==> src/design/serial_port_control_pkg.sv <==
// Constants shared by the serial port control logic.
// Function
// - Control register always read/write, cleared by reset and standby.
// - Bit 7 enables the transmit-empty request raised when holding data moves out.
// - Transmit-empty request drops on read-one-write-zero of the empty flag or enable clear.
// - Bit 6 enables both receive-full and receive-error requests.
// - Receive requests drop when a receive flag is read-then-cleared or enable clears.
// - While transmit enable is 0 the holding-empty flag is held at 1.
// - Transmission starts once the empty flag is cleared after new data.
// - Clearing receive enable leaves the receive flags unchanged.
// - Reception starts on a start bit, or on incoming clock in synchronous mode.
// - Multiprocessor enable acts only in asynchronous mode with multiprocessor format.
// - While active, characters without the wake bit are dropped silently.
// - A wake character sets the wake flag, clears the enable, resumes receiving.
// - Bit 2 enables the end request raised when the last bit leaves empty.
// - End request drops on read-then-clear of empty flag, also clearing complete flag.
// - Selects 00 and 01 use the internal clock with the listed pin use.
// - Clock source select 1 takes the clock from the pin in both modes.
// - Clock output select acts only in asynchronous mode with internal clock.
// - Asynchronous clock output runs at the bit rate.
// - Mode bit 7 selects asynchronous at 0, synchronous at 1.
// - Multiprocessor format makes the parity settings ignored.
// - The empty flag sets when holding data loads into the shift register.
package serial_port_control_pkg;
   localparam logic [2:0] OFS_MODE   = 3'h0;
   localparam logic [2:0] OFS_CTRL   = 3'h1;
   localparam logic [2:0] OFS_STATUS = 3'h2;
   localparam logic [2:0] OFS_TXDATA = 3'h3;
   localparam logic [2:0] OFS_RXDATA = 3'h4;
   localparam logic [7:0] MODE_RST   = 8'h00;
   localparam logic [7:0] CTRL_RST   = 8'h00;
   localparam logic [7:0] STATUS_RST = 8'h84;
   localparam logic [7:0] DATA_RST   = 8'h00;
   // Control bits.
   localparam int CT_TIE  = 7;
   localparam int CT_RIE  = 6;
   localparam int CT_TE   = 5;
   localparam int CT_RE   = 4;
   localparam int CT_MULTIPROC_IRQ_ENABLE = 3;
   localparam int CT_TX_END_IRQ_ENABLE = 2;
   localparam int CT_CLK_SOURCE_SEL = 1;
   localparam int CT_CLK_OUTPUT_SEL = 0;
   // Mode bits.
   localparam int MD_SYNC = 7;
   localparam int MD_PE   = 5;
   localparam int MD_MP   = 2;
   // Status bits.
   localparam int ST_TX_HOLDING_EMPTY_FLAG = 7;
   localparam int ST_RX_BUFFER_FULL_FLAG = 6;
   localparam int ST_OVERRUN_FLAG = 5;
   localparam int ST_FER  = 4;
   localparam int ST_PER  = 3;
   localparam int ST_TX_COMPLETE_FLAG = 2;
   localparam int ST_MPB  = 1;
   localparam int ST_MPBT = 0;
endpackage : serial_port_control_pkg

==> src/design/serial_port_control.sv <==
// Serial port control: registers, flags, requests and clock pin steering.
//
// Decided for this implementation: the plain strobed port and the register addresses.
`timescale 1ns/10ps
module serial_port_control (
   // Clock and reset.
   input  wire logic       clk,
   input  wire logic       rst_n,
   input  wire logic       standby,
   // Register port.
   input  wire logic [2:0] addr,
   input  wire logic [7:0] wdata,
   input  wire logic       wr,
   input  wire logic       rd,
   output logic [7:0]      rdata_ff,
   // Datapath events.
   input  wire logic       half_bit_tick,
   input  wire logic       tx_loaded,
   input  wire logic       tx_char_end,
   input  wire logic       rx_char_done,
   input  wire logic [7:0] rx_char,
   input  wire logic       rx_mp_bit,
   input  wire logic       rx_frame_err,
   input  wire logic       rx_parity_err,
   // Datapath controls.
   output logic [7:0]      mode_ff,
   output logic [7:0]      tx_data_ff,
   output logic            tx_go_ff,
   output logic            rx_start_ff,
   output logic            ext_clk_ff,
   // Pins.
   input  wire logic       rxd_pin,
   input  wire logic       sck_in,
   output logic            sck_out_ff,
   output logic            sck_oe_ff,
   // Requests.
   output logic            tx_empty_irq_ff,
   output logic            rx_full_irq_ff,
   output logic            rx_error_irq_ff,
   output logic            tx_end_irq_ff
);
   import serial_port_control_pkg::*;

   logic [7:0] ctrl_ff;
   logic [7:0] status_ff;
   logic [7:0] nxt_status;
   logic [7:0] armed_ff;
   logic [7:0] rx_buf_ff;
   logic [1:0] rxd_sync_ff;
   logic [1:0] sck_sync_ff;
   logic       rxd_q_ff;
   logic       sck_q_ff;
   logic       wr_ctrl;
   logic       wr_stat;
   logic       mp_active;
   logic       rx_accept;
   logic       sw_clr_tx_holding_empty_flag;
   logic       rx_err_any;

   assign wr_ctrl = wr && (addr == OFS_CTRL);
   assign wr_stat = wr && (addr == OFS_STATUS);
   // The wake filter only means something in asynchronous multiprocessor format.
   assign mp_active = ctrl_ff[CT_MULTIPROC_IRQ_ENABLE] && !mode_ff[MD_SYNC] && mode_ff[MD_MP];
   assign rx_accept = rx_char_done && !(mp_active && !rx_mp_bit);
   assign sw_clr_tx_holding_empty_flag = wr_stat && !wdata[ST_TX_HOLDING_EMPTY_FLAG] && armed_ff[ST_TX_HOLDING_EMPTY_FLAG];
   assign rx_err_any = status_ff[ST_OVERRUN_FLAG] || status_ff[ST_FER] || status_ff[ST_PER];

   // Control register; software always reaches it.
   always_ff @(posedge clk or negedge rst_n) begin
      if (!rst_n) begin
         ctrl_ff <= CTRL_RST;
      end else if (standby) begin
         ctrl_ff <= CTRL_RST;
      end else if (wr_ctrl) begin
         ctrl_ff <= wdata;
         if (rx_char_done && mp_active && rx_mp_bit && wdata[CT_MULTIPROC_IRQ_ENABLE]) begin
            ctrl_ff[CT_MULTIPROC_IRQ_ENABLE] <= 1'b0;
         end
      end else if (rx_char_done && mp_active && rx_mp_bit) begin
         ctrl_ff[CT_MULTIPROC_IRQ_ENABLE] <= 1'b0;
      end
   end

   always_ff @(posedge clk or negedge rst_n) begin
      if (!rst_n) begin
         mode_ff <= MODE_RST;
      end else if (standby) begin
         mode_ff <= MODE_RST;
      end else if (wr && (addr == OFS_MODE)) begin
         mode_ff <= wdata;
      end
   end

   always_ff @(posedge clk or negedge rst_n) begin
      if (!rst_n) begin
         tx_data_ff <= DATA_RST;
      end else if (wr && (addr == OFS_TXDATA)) begin
         tx_data_ff <= wdata;
      end
   end

   // A flag may be cleared only after it was read as one; the complete flag clears once the empty flag was read as one.
   always_ff @(posedge clk or negedge rst_n) begin
      if (!rst_n) begin
         armed_ff <= 8'h00;
      end else if (standby || wr_stat) begin
         armed_ff <= 8'h00;
      end else if (rd && (addr == OFS_STATUS)) begin
         armed_ff <= armed_ff | status_ff;
      end
   end

   // Status flags. Hardware sets win over software clears in the same cycle.
   always_comb begin
      nxt_status = status_ff;
      if (wr_stat) begin
         for (int i = ST_PER; i <= ST_TX_HOLDING_EMPTY_FLAG; i++) begin
            if (!wdata[i] && armed_ff[i]) begin
               nxt_status[i] = 1'b0;
            end
         end
         nxt_status[ST_MPBT] = wdata[ST_MPBT];
         if (sw_clr_tx_holding_empty_flag) begin
            nxt_status[ST_TX_COMPLETE_FLAG] = 1'b0;
         end
      end
      if (tx_loaded) begin
         nxt_status[ST_TX_HOLDING_EMPTY_FLAG] = 1'b1;
      end
      if (tx_char_end && status_ff[ST_TX_HOLDING_EMPTY_FLAG]) begin
         nxt_status[ST_TX_COMPLETE_FLAG] = 1'b1;
      end
      if (rx_accept) begin
         if (mode_ff[MD_MP] && !mode_ff[MD_SYNC]) begin
            nxt_status[ST_MPB] = rx_mp_bit;
         end
         if (status_ff[ST_RX_BUFFER_FULL_FLAG]) begin
            nxt_status[ST_OVERRUN_FLAG] = 1'b1;
         end else if (rx_frame_err && !mode_ff[MD_SYNC]) begin
            nxt_status[ST_FER] = 1'b1;
         end else if (rx_parity_err && mode_ff[MD_PE] && !mode_ff[MD_MP]
                      && !mode_ff[MD_SYNC]) begin
            nxt_status[ST_PER] = 1'b1;
         end else begin
            nxt_status[ST_RX_BUFFER_FULL_FLAG] = 1'b1;
         end
      end
      if (!ctrl_ff[CT_TE]) begin
         nxt_status[ST_TX_HOLDING_EMPTY_FLAG] = 1'b1;
      end
   end

   always_ff @(posedge clk or negedge rst_n) begin
      if (!rst_n) begin
         status_ff <= STATUS_RST;
      end else if (standby) begin
         status_ff <= STATUS_RST;
      end else begin
         status_ff <= nxt_status;
      end
   end

   // Receive buffer; a framing error still delivers the character.
   always_ff @(posedge clk or negedge rst_n) begin
      if (!rst_n) begin
         rx_buf_ff <= DATA_RST;
      end else if (rx_accept && !status_ff[ST_RX_BUFFER_FULL_FLAG]) begin
         rx_buf_ff <= rx_char;
      end
   end

   // Transmission may proceed only once software has cleared the empty flag.
   always_ff @(posedge clk or negedge rst_n) begin
      if (!rst_n) begin
         tx_go_ff <= 1'b0;
      end else begin
         tx_go_ff <= ctrl_ff[CT_TE] && !status_ff[ST_TX_HOLDING_EMPTY_FLAG];
      end
   end

   // Pin inputs pass two flops before any edge detection.
   always_ff @(posedge clk or negedge rst_n) begin
      if (!rst_n) begin
         rxd_sync_ff <= 2'b11;
         sck_sync_ff <= 2'b11;
         rxd_q_ff <= 1'b1;
         sck_q_ff <= 1'b1;
      end else begin
         rxd_sync_ff <= {rxd_sync_ff[0], rxd_pin};
         sck_sync_ff <= {sck_sync_ff[0], sck_in};
         rxd_q_ff <= rxd_sync_ff[1];
         sck_q_ff <= sck_sync_ff[1];
      end
   end

   // Start of reception: falling data line, or falling external clock when synchronous.
   always_ff @(posedge clk or negedge rst_n) begin
      if (!rst_n) begin
         rx_start_ff <= 1'b0;
      end else if (!ctrl_ff[CT_RE]) begin
         rx_start_ff <= 1'b0;
      end else if (mode_ff[MD_SYNC]) begin
         rx_start_ff <= ctrl_ff[CT_CLK_SOURCE_SEL] && sck_q_ff && !sck_sync_ff[1];
      end else begin
         rx_start_ff <= rxd_q_ff && !rxd_sync_ff[1];
      end
   end

   // Clock pin steering. The output clock toggles on each half bit time.
   always_ff @(posedge clk or negedge rst_n) begin
      if (!rst_n) begin
         ext_clk_ff <= 1'b0;
         sck_oe_ff <= 1'b0;
         sck_out_ff <= 1'b1;
      end else begin
         ext_clk_ff <= ctrl_ff[CT_CLK_SOURCE_SEL];
         sck_oe_ff <= !ctrl_ff[CT_CLK_SOURCE_SEL]
                      && (mode_ff[MD_SYNC] || ctrl_ff[CT_CLK_OUTPUT_SEL]);
         if (!sck_oe_ff) begin
            sck_out_ff <= 1'b1;
         end else if (half_bit_tick) begin
            sck_out_ff <= !sck_out_ff;
         end
      end
   end

   // Requests are registered so that each output comes from a flop.
   always_ff @(posedge clk or negedge rst_n) begin
      if (!rst_n) begin
         tx_empty_irq_ff <= 1'b0;
         rx_full_irq_ff <= 1'b0;
         rx_error_irq_ff <= 1'b0;
         tx_end_irq_ff <= 1'b0;
      end else begin
         tx_empty_irq_ff <= status_ff[ST_TX_HOLDING_EMPTY_FLAG] && ctrl_ff[CT_TIE];
         rx_full_irq_ff <= status_ff[ST_RX_BUFFER_FULL_FLAG] && ctrl_ff[CT_RIE];
         rx_error_irq_ff <= rx_err_any && ctrl_ff[CT_RIE];
         tx_end_irq_ff <= status_ff[ST_TX_COMPLETE_FLAG] && ctrl_ff[CT_TX_END_IRQ_ENABLE];
      end
   end

   // Read data stand in the cycle after the strobe only; unmapped reads give zero.
   always_ff @(posedge clk or negedge rst_n) begin
      if (!rst_n) begin
         rdata_ff <= 8'h00;
      end else if (!rd) begin
         rdata_ff <= 8'h00;
      end else if (addr == OFS_MODE) begin
         rdata_ff <= mode_ff;
      end else if (addr == OFS_CTRL) begin
         rdata_ff <= ctrl_ff;
      end else if (addr == OFS_STATUS) begin
         rdata_ff <= status_ff;
      end else if (addr == OFS_TXDATA) begin
         rdata_ff <= tx_data_ff;
      end else if (addr == OFS_RXDATA) begin
         rdata_ff <= rx_buf_ff;
      end else begin
         rdata_ff <= 8'h00;
      end
   end
endmodule : serial_port_control

==> config.mk <==
export PLATFORM = sky130hd
export DESIGN_NAME = serial_port_control
export DESIGN_NICKNAME = d
export VERILOG_FILES = /design/src/design/serial_port_control_pkg.sv /design/src/design/serial_port_control.sv
export SDC_FILE = /design/constraint.sdc
export NUM_CORES = 1
export LEC_CHECK = 0
export BUFFER_PORTS_ARGS = -buffer_cell sky130_fd_sc_hd__clkbuf_2
export CORE_MARGIN = 2
export CORE_UTILIZATION = 55
export CTS_CLUSTER_SIZE = 25
export DETAILED_ROUTE_END_ITERATION = 8
export PLACE_DENSITY = 0.86
export SETUP_SLACK_MARGIN = 0.4
export SYNTH_ARGS = -nofsm -noshare
export SYNTH_HDL_FRONTEND = slang
export SYNTH_SLANG_ARGS = --single-unit
==> constraint.sdc <==
create_clock -name clk -period 3.2 [get_ports clk]
set_input_delay 0.32 -clock clk [delete_from_list [all_inputs] [get_ports clk]]
set_output_delay 0.32 -clock clk [all_outputs]
set_load 0.1 [all_outputs]
==> results of run 1 <==
==> power by group through the flow <==
| stage | combinational, mW | sequential [mW] | clock, mW |
|---|---|---|---|
| 6_report | 0.465 | 0.965 | 0.621 |
| 4_1_cts | 0.465 | 0.963 | 0.631 |
| 5_1_grt | 0.488 | 0.971 | 0.665 |
| 3_5_place_dp | 0.464 | 0.979 | 0 |
| 2_1_floorplan | 0.124 | 1.21 | 0 |
| 3_3_place_gp | 0.457 | 0.975 | 0 |
==> worst paths after layout <==
check                               start              to  slack, ns  cells past startpoint
max                            mode_ff[7]      mode_ff[7]       1.39                      1
min                               rxd_pin  rxd_sync_ff[0]       0.06                      1
max reg2reg                    mode_ff[7]    rx_buf_ff[6]       1.51                      3
min reg2reg                rxd_sync_ff[0]  rxd_sync_ff[1]       0.36                      0
max in group asynchronous           rst_n        rxd_q_ff       2.18                      2
min in group asynchronous           rst_n   tx_data_ff[1]       0.17                      1
==> kinds of logic after synthesis <==
kind of cell              Yosys count  synth area share, %
and+or+nand+nor                   115                20.34
DFF                                68                56.48
AOI/OAI and AO/OA                  53                10.77
muxes                              25                8.911
buffers and inverters              17                3.217
xor gates and xnor gates            1               0.2888
==> synth_stat cells (4+ instances only) <==
library cell | instances | share of area, %
dfstp_2 | 9 | 7.8
nand2_1 | 53 | 6.6
mux2i_1 | 9 | 3.0
a21oi_1 | 28 | 4.6
nor2_1 | 20 | 2.5
a21boi_0 | 4 | 0.99
nand3b_1 | 8 | 2.0
clkbuf_1 | 4 | 0.49
dfrtp_1 | 59 | 49
o21ai_0 | 6 | 0.99
buf_4 | 4 | 0.99
mux2_2 | 16 | 5.9
==> layout make-up <==
type | count | area (µm²)
repair buffers | 67 | 340.3
inverters | 4 | 15.01
clock inverters | 2 | 10.01
clock buffers | 14 | 162.7
multi-input cells | 194 | 1222
fillers | 421 | 1852
well taps | 72 | 90.09
flip-flops and latches | 68 | 1713
==> routing by layer <==
metal / GRT usage, % / share of wire [%] / vias to the layer above
met2: 42.07 / 48 / 143
met5: 0 / 0 / -
met1: 34.19 / 42 / 1193
li1: - / - / 1097
met3: 5.632 / 8.5 / 12
met4: 7.544 / 1.5 / 0
==> registers in the layout, indices dropped and copies added, names as in the netlist <==
| signal | cells |
|---|---|
| ctrl_ff | 8 |
| mode_ff | 8 |
| rdata_ff | 8 |
| rx_buf_ff | 8 |
| status_ff | 8 |
| tx_data_ff | 8 |
| armed_ff | 5 |
| rxd_sync_ff | 2 |
| sck_sync_ff | 2 |
| ext_clk_ff | 1 |
| rx_error_irq_ff | 1 |
| rx_full_irq_ff | 1 |
| rx_start_ff | 1 |
| rxd_q_ff | 1 |
| sck_oe_ff | 1 |
| sck_out_ff | 1 |
| sck_q_ff | 1 |
| tx_empty_irq_ff | 1 |
| tx_end_irq_ff | 1 |
| tx_go_ff | 1 |
==> out/qor.txt, run 1 <==
setup TNS -> 0 ns
gpl congestion -> 0.8778
Ys Warns -> 0
Int Pwr -> 1.345 mW
GRT Residual Overflow -> 0
CP arrival -> 1.49 ns
post-synthesis register bit count -> 68
Cells after DPL -> 405
Tmin final -> 1.806 ns
initial antenna violation count -> 0
Non-Filler Instances -> 421
setup violators final -> 0
Slowest Stage Delay on Critical Path -> 0.61 ns
Die W -> 78.26 µm
Post-Syn Area -> 0.003033 mm²
Clk pin slew, worst setup/hold paths -> 0.07 ns
antenna cells -> 0
dpl ws -> 1.354 ns
CTS tree -> built
synthesized area per cell -> 10.87 µm²
post-route clock period utilization -> 56.45%
most frequent cells in the layout -> clkbuf_2, dfrtp_1, nand2_1
Slowest-stage cell, CP -> dfrtp_1
insertion delay to the later sink of the worst-skew pair -> 0.35 ns
Nets -> 377
Post-synth ARST share -> 100.0%
Core ar. -> 0.005405 mm²
Antenna Violating Nets Remaining -> 0
Ports -> 66
initial DRC count -> 337
MaxCap Viol Count -> 0
Post-DP Area -> 0.003381 mm²
share of cells above drive strength 1 -> 32.95%
Achievable Freq -> 553.6 MHz
clk_skew -> 0.01597 ns
Post-Route WL -> 7249 µm
Fin. Hold Viols -> 0
# clock sinks -> 68
sequential share of the synthesized area -> 56.48%
First-pass DRT Iterations -> 6
utilization after layout -> 65.74%
RSZ-0062 raised after global routing -> false
Hold-fix buffers, CTS -> 0
Main synth FF type -> dfrtp_1
Cell Rows -> 27
postcts setup bufs -> 0
status -> finished clean
synth unique cells -> 45
area of the die -> 0.006125 mm²
critical path required time -> 2.88 ns
Power Density -> 577.0 mW/mm²
crit start category -> register
CTS buffer count -> 9
chip height -> 78.26 µm
commonest non-fill, non-tap cell in the layout -> clkbuf_2
Final Hold Slack -> 0.05914 ns
Avg WL per Cell -> 17.22 µm
Final Cell Area -> 0.003553 mm²
Setup crit end kind -> output pin
Final Max Tran Viols -> 0
Hold Path Class -> in -> reg
CP Cell Sequence -> clkbuf_2
root buffer selected by CTS -> clkbuf_8
worst ir drop on vdd -> 0.4729 mV
Syn Nets -> 312
Layout area overhead -> 17.16%
global-route wire length before repair -> 11850 µm
Cells after Synth -> 279
Post-synth EDFFs -> 0
CP bufs+invs -> 1
Rel. slew slack -> 28.44%
initial core utilization -> 56.11%
Comb pwr share -> 22.7%
Crit path max-delay family -> flip-flops
post-CTS sizing -> 0
Net Sw Frac -> 34.39%
clock buffer depth -> 2
Vias/cell -> 5.808
WS Path Type -> reg -> out
Clock H-tree levels -> 3
PortBufs -> 65
Crit Path Max Fanout -> 11
Seq pwr share -> 47.1%
post-DP HPWL -> 5260 µm
worst setup margin -> 1.394 ns
GR Util All Layers -> 25.51%
Leak -> 1.678 nW
vias -> 2445
drc violations -> 0
total power -> 2.050 mW
pin count of the biggest net entering global routing -> 49
Clk pwr share -> 30.3%
switching power -> 0.7052 mW
vias in the first global route -> 2402
worst slew pin tran -> 1.073 ns
(Power assumes the default switching activity.)
==> run 2: changes to the inputs <==
--- a/config.mk
+++ b/config.mk
@@ -5,12 +5,13 @@
 export SDC_FILE = /design/constraint.sdc
 export NUM_CORES = 1
 export LEC_CHECK = 0
+export ABC_AREA = 1
 export BUFFER_PORTS_ARGS = -buffer_cell sky130_fd_sc_hd__clkbuf_2
 export CORE_MARGIN = 2
-export CORE_UTILIZATION = 55
+export CORE_UTILIZATION = 54
 export CTS_CLUSTER_SIZE = 25
 export DETAILED_ROUTE_END_ITERATION = 8
-export PLACE_DENSITY = 0.86
+export PLACE_DENSITY = 0.84
 export SETUP_SLACK_MARGIN = 0.4
 export SYNTH_ARGS = -nofsm -noshare
 export SYNTH_HDL_FRONTEND = slang
==> constraint.sdc (replaced) <==
create_clock -name clk -period 1.7 [get_ports clk]
set_input_delay 0.17 -clock clk [delete_from_list [all_inputs] [get_ports clk]]
set_output_delay 0.17 -clock clk [all_outputs]
set_load 0.1 [all_outputs]
==> run 2 against run 1 <==
Non-clock buffer count is 8 higher. Synthesized cell count is 28% higher. Synthesized area is 2.7% higher. Largest cell class unchanged.
==> out/qor.txt, run 2 <==
status -> finished clean
Core ar. -> 0.005540 mm²
Ports -> 66
Power Density -> 1147 mW/mm²
Fillers -> 396
clock buffer depth -> 2
Crit Path Max Fanout -> 7
most frequent cells in the layout -> nand2_1, inv_1, dfrtp_1
clk_skew -> 0.008432 ns
Cells after Synth -> 356
Nets -> 467
PortBufs -> 65
Post-synth EDFFs -> 0
sequential share of the synthesized area -> 55.00%
GRT Residual Overflow -> 0
Syn Nets -> 389
area of the die -> 0.006390 mm²
GR Util All Layers -> 27.33%
Critical path origin -> mode_ff[7]
Avg WL per Cell -> 15.78 µm
RSZ-0062 raised after global routing -> true
most frequent cells after synthesis -> nand2_1, dfrtp_1, inv_1
CTS tree -> built
# clock sinks -> 68
Clock H-tree levels -> 3
Main synth FF type -> dfrtp_1
commonest non-fill, non-tap cell in the layout -> nand2_1
Vias/cell -> 5.499
Synth area leaders -> dfrtp_1, nand2_1, dfstp_2
initial DRC count -> 283
Ys Warns -> 0
most frequent cell after synthesis -> nand2_1
setup violators final -> 0
vias in the first global route -> 2796
Post-Route WL -> 8066 µm
antenna cells -> 0
Antenna Violating Nets Remaining -> 0
Post-Syn Area -> 0.003114 mm²
Tmin final -> 1.279 ns
vias -> 2810
synth unique cells -> 26
share of cells above drive strength 1 -> 34.85%
Cell Rows -> 27
Die W -> 79.94 µm
insertion delay to the later sink of the worst-skew pair -> 0.35 ns
WS Path Type -> reg -> reg
Non-Filler Instances -> 511
synthesized area per cell -> 8.748 µm²
setup TNS -> 0 ns
gpl congestion -> 0.9385
global-route wire length before repair -> 13170 µm
First-pass DRT Iterations -> 5
post-DP HPWL -> 5519 µm
Cells after DPL -> 487
root buffer selected by CTS -> clkbuf_8
worst slew pin tran -> 0.4842 ns
Final Max Tran Viols -> 0
Synth top area share -> 47.41%
reg2reg start -> mode_ff[7]
Final Hold Slack -> 0.03537 ns
Achievable Freq -> 782.0 MHz
chip height -> 79.94 µm
dpl ws -> 0.2411 ns
Rel. slew slack -> 67.94%
critical path required time -> 1.93 ns
Slowest Stage Delay on Critical Path -> 0.53 ns
crit start category -> register
pin count of the biggest net entering global routing -> 69
post-route clock period utilization -> 75.22%
CP Cell Sequence -> nor2_4 > nand2_2 > nand2_4 > nand2_8 > nand3_1 > a21oi_2
MaxCap Viol Count -> 0
CTS buffer count -> 9
Hold Path Class -> in -> reg
post-synthesis register bit count -> 68
CP arrival -> 1.51 ns
initial core utilization -> 56.21%
drc violations -> 0
Critical Path End -> status_ff[4]
Clk pin slew, worst setup/hold paths -> 0.07 ns
Post-synth ARST share -> 100.0%
worst ir drop on vdd -> 0.6926 mV
Leak -> 1.993 nW
R2R Path End -> status_ff[4]
FF-to-FF setup slack -> 0.42 ns
Setup crit end kind -> register
Fin. Hold Viols -> 0
initial antenna violation count -> 0
worst r2r path cells -> 6
post-synth top area cell -> dfrtp_1
Slowest-stage cell, CP -> dfrtp_4
worst setup margin -> 0.4213 ns
Layout area overhead -> 28.28%
-- run 2: changes by cell type after synthesis, sizes merged, moves of 4 or more --
cell    change
nand2      +50
inv        +47
o21ai      +32
nand3      +21
mux2       -16
mux2i       -9
nand3b      -9
nand4       +7
a21oi       -4
nand2b      -4
nor2        +4
nor2b       -4
nor3        -4
nor3b       -4
-- run 2: what timing repair did --
| item | in CTS | in global routing |
|---|---|---|
| pin swaps | 1 | 5 |
| hold endpoints to repair | 62 | 0 |
| hold buffers | 4 | 0 |
| setup buffers | 1 | 2 |
| setup endpoints to repair | 39 | 20 |
| resized for setup | 34 | 17 |
| cloned | 1 | 0 |
-- run 2: through the flow --
stage	util, %	instance area [µm²]	total power, mW
after floorplan	-	3147	2.664
after global routing	72.11	3995	4.734
final	72.11	3995	4.583
after detailed placement	63.69	3528	2.906
after global placement	63.69	3528	2.888
after CTS	70.91	3929	4.557
-- run 2: critical path: cells and delay by family, from the launching register on --
kind            cells  cell delay [ns]
flops               1             0.53
simple gates        5             0.56
compound gates      1             0.07
-- run 2: area by class of cell --
cell class | count | area (µm²) | area share [%]
clock buffer | 10 | 127.6 | 3.194
clock inverter | 6 | 112.6 | 2.819
inverter | 51 | 200.2 | 5.011
multi-input combinational | 229 | 1194 | 29.88
sequential | 68 | 1738 | 43.50
tap | 72 | 90.09 | 2.255
timing repair buffer | 75 | 533.0 | 13.34
-- run 2: kinds of logic (layout without fill, tap and decap cells) --
| logic type | after synthesis | in the layout | synth area share, % |
|---|---|---|---|
| AOI/OAI and AO/OA | 66 | 66 | 12.49 |
| DFF | 68 | 68 | 55.00 |
| buffers and inverters | 60 | 142 | 8.517 |
| and+or+nand+nor | 162 | 163 | 23.99 |
-- run 2: routing by layer --
metal | vias up | part of all wire (%) | track usage [%]
li1 | 1294 | - | -
met1 | 1349 | 39 | 34.25
met2 | 145 | 50 | 44.00
met3 | 22 | 7.1 | 6.561
met4 | 0 | 3.5 | 13.90
met5 | - | 0 | 0
-- run 2: how the worst min path moves through the flow --
stage | startpoint | to | slack (ns) | cells after the start
finish | tx_loaded | status_ff[7] | 0.04 | 3
global route | tx_loaded | status_ff[7] | 0.04 | 3
CTS | tx_loaded | status_ff[7] | 0.02 | 3
detailed placement | rst_n | armed_ff[5] | 0.22 | 2
global placement | rst_n | tx_data_ff[4] | 0.21 | 2
floorplan | rst_n | armed_ff[3] | -0.13 | 0
-- run 2: report_power, final --
| group | total, mW | internal [mW] | switching (mW) |
|---|---|---|---|
| clock | 1.60 | 0.977 | 0.626 |
| sequential | 1.86 | 1.76 | 0.0966 |
| combinational | 1.12 | 0.260 | 0.863 |
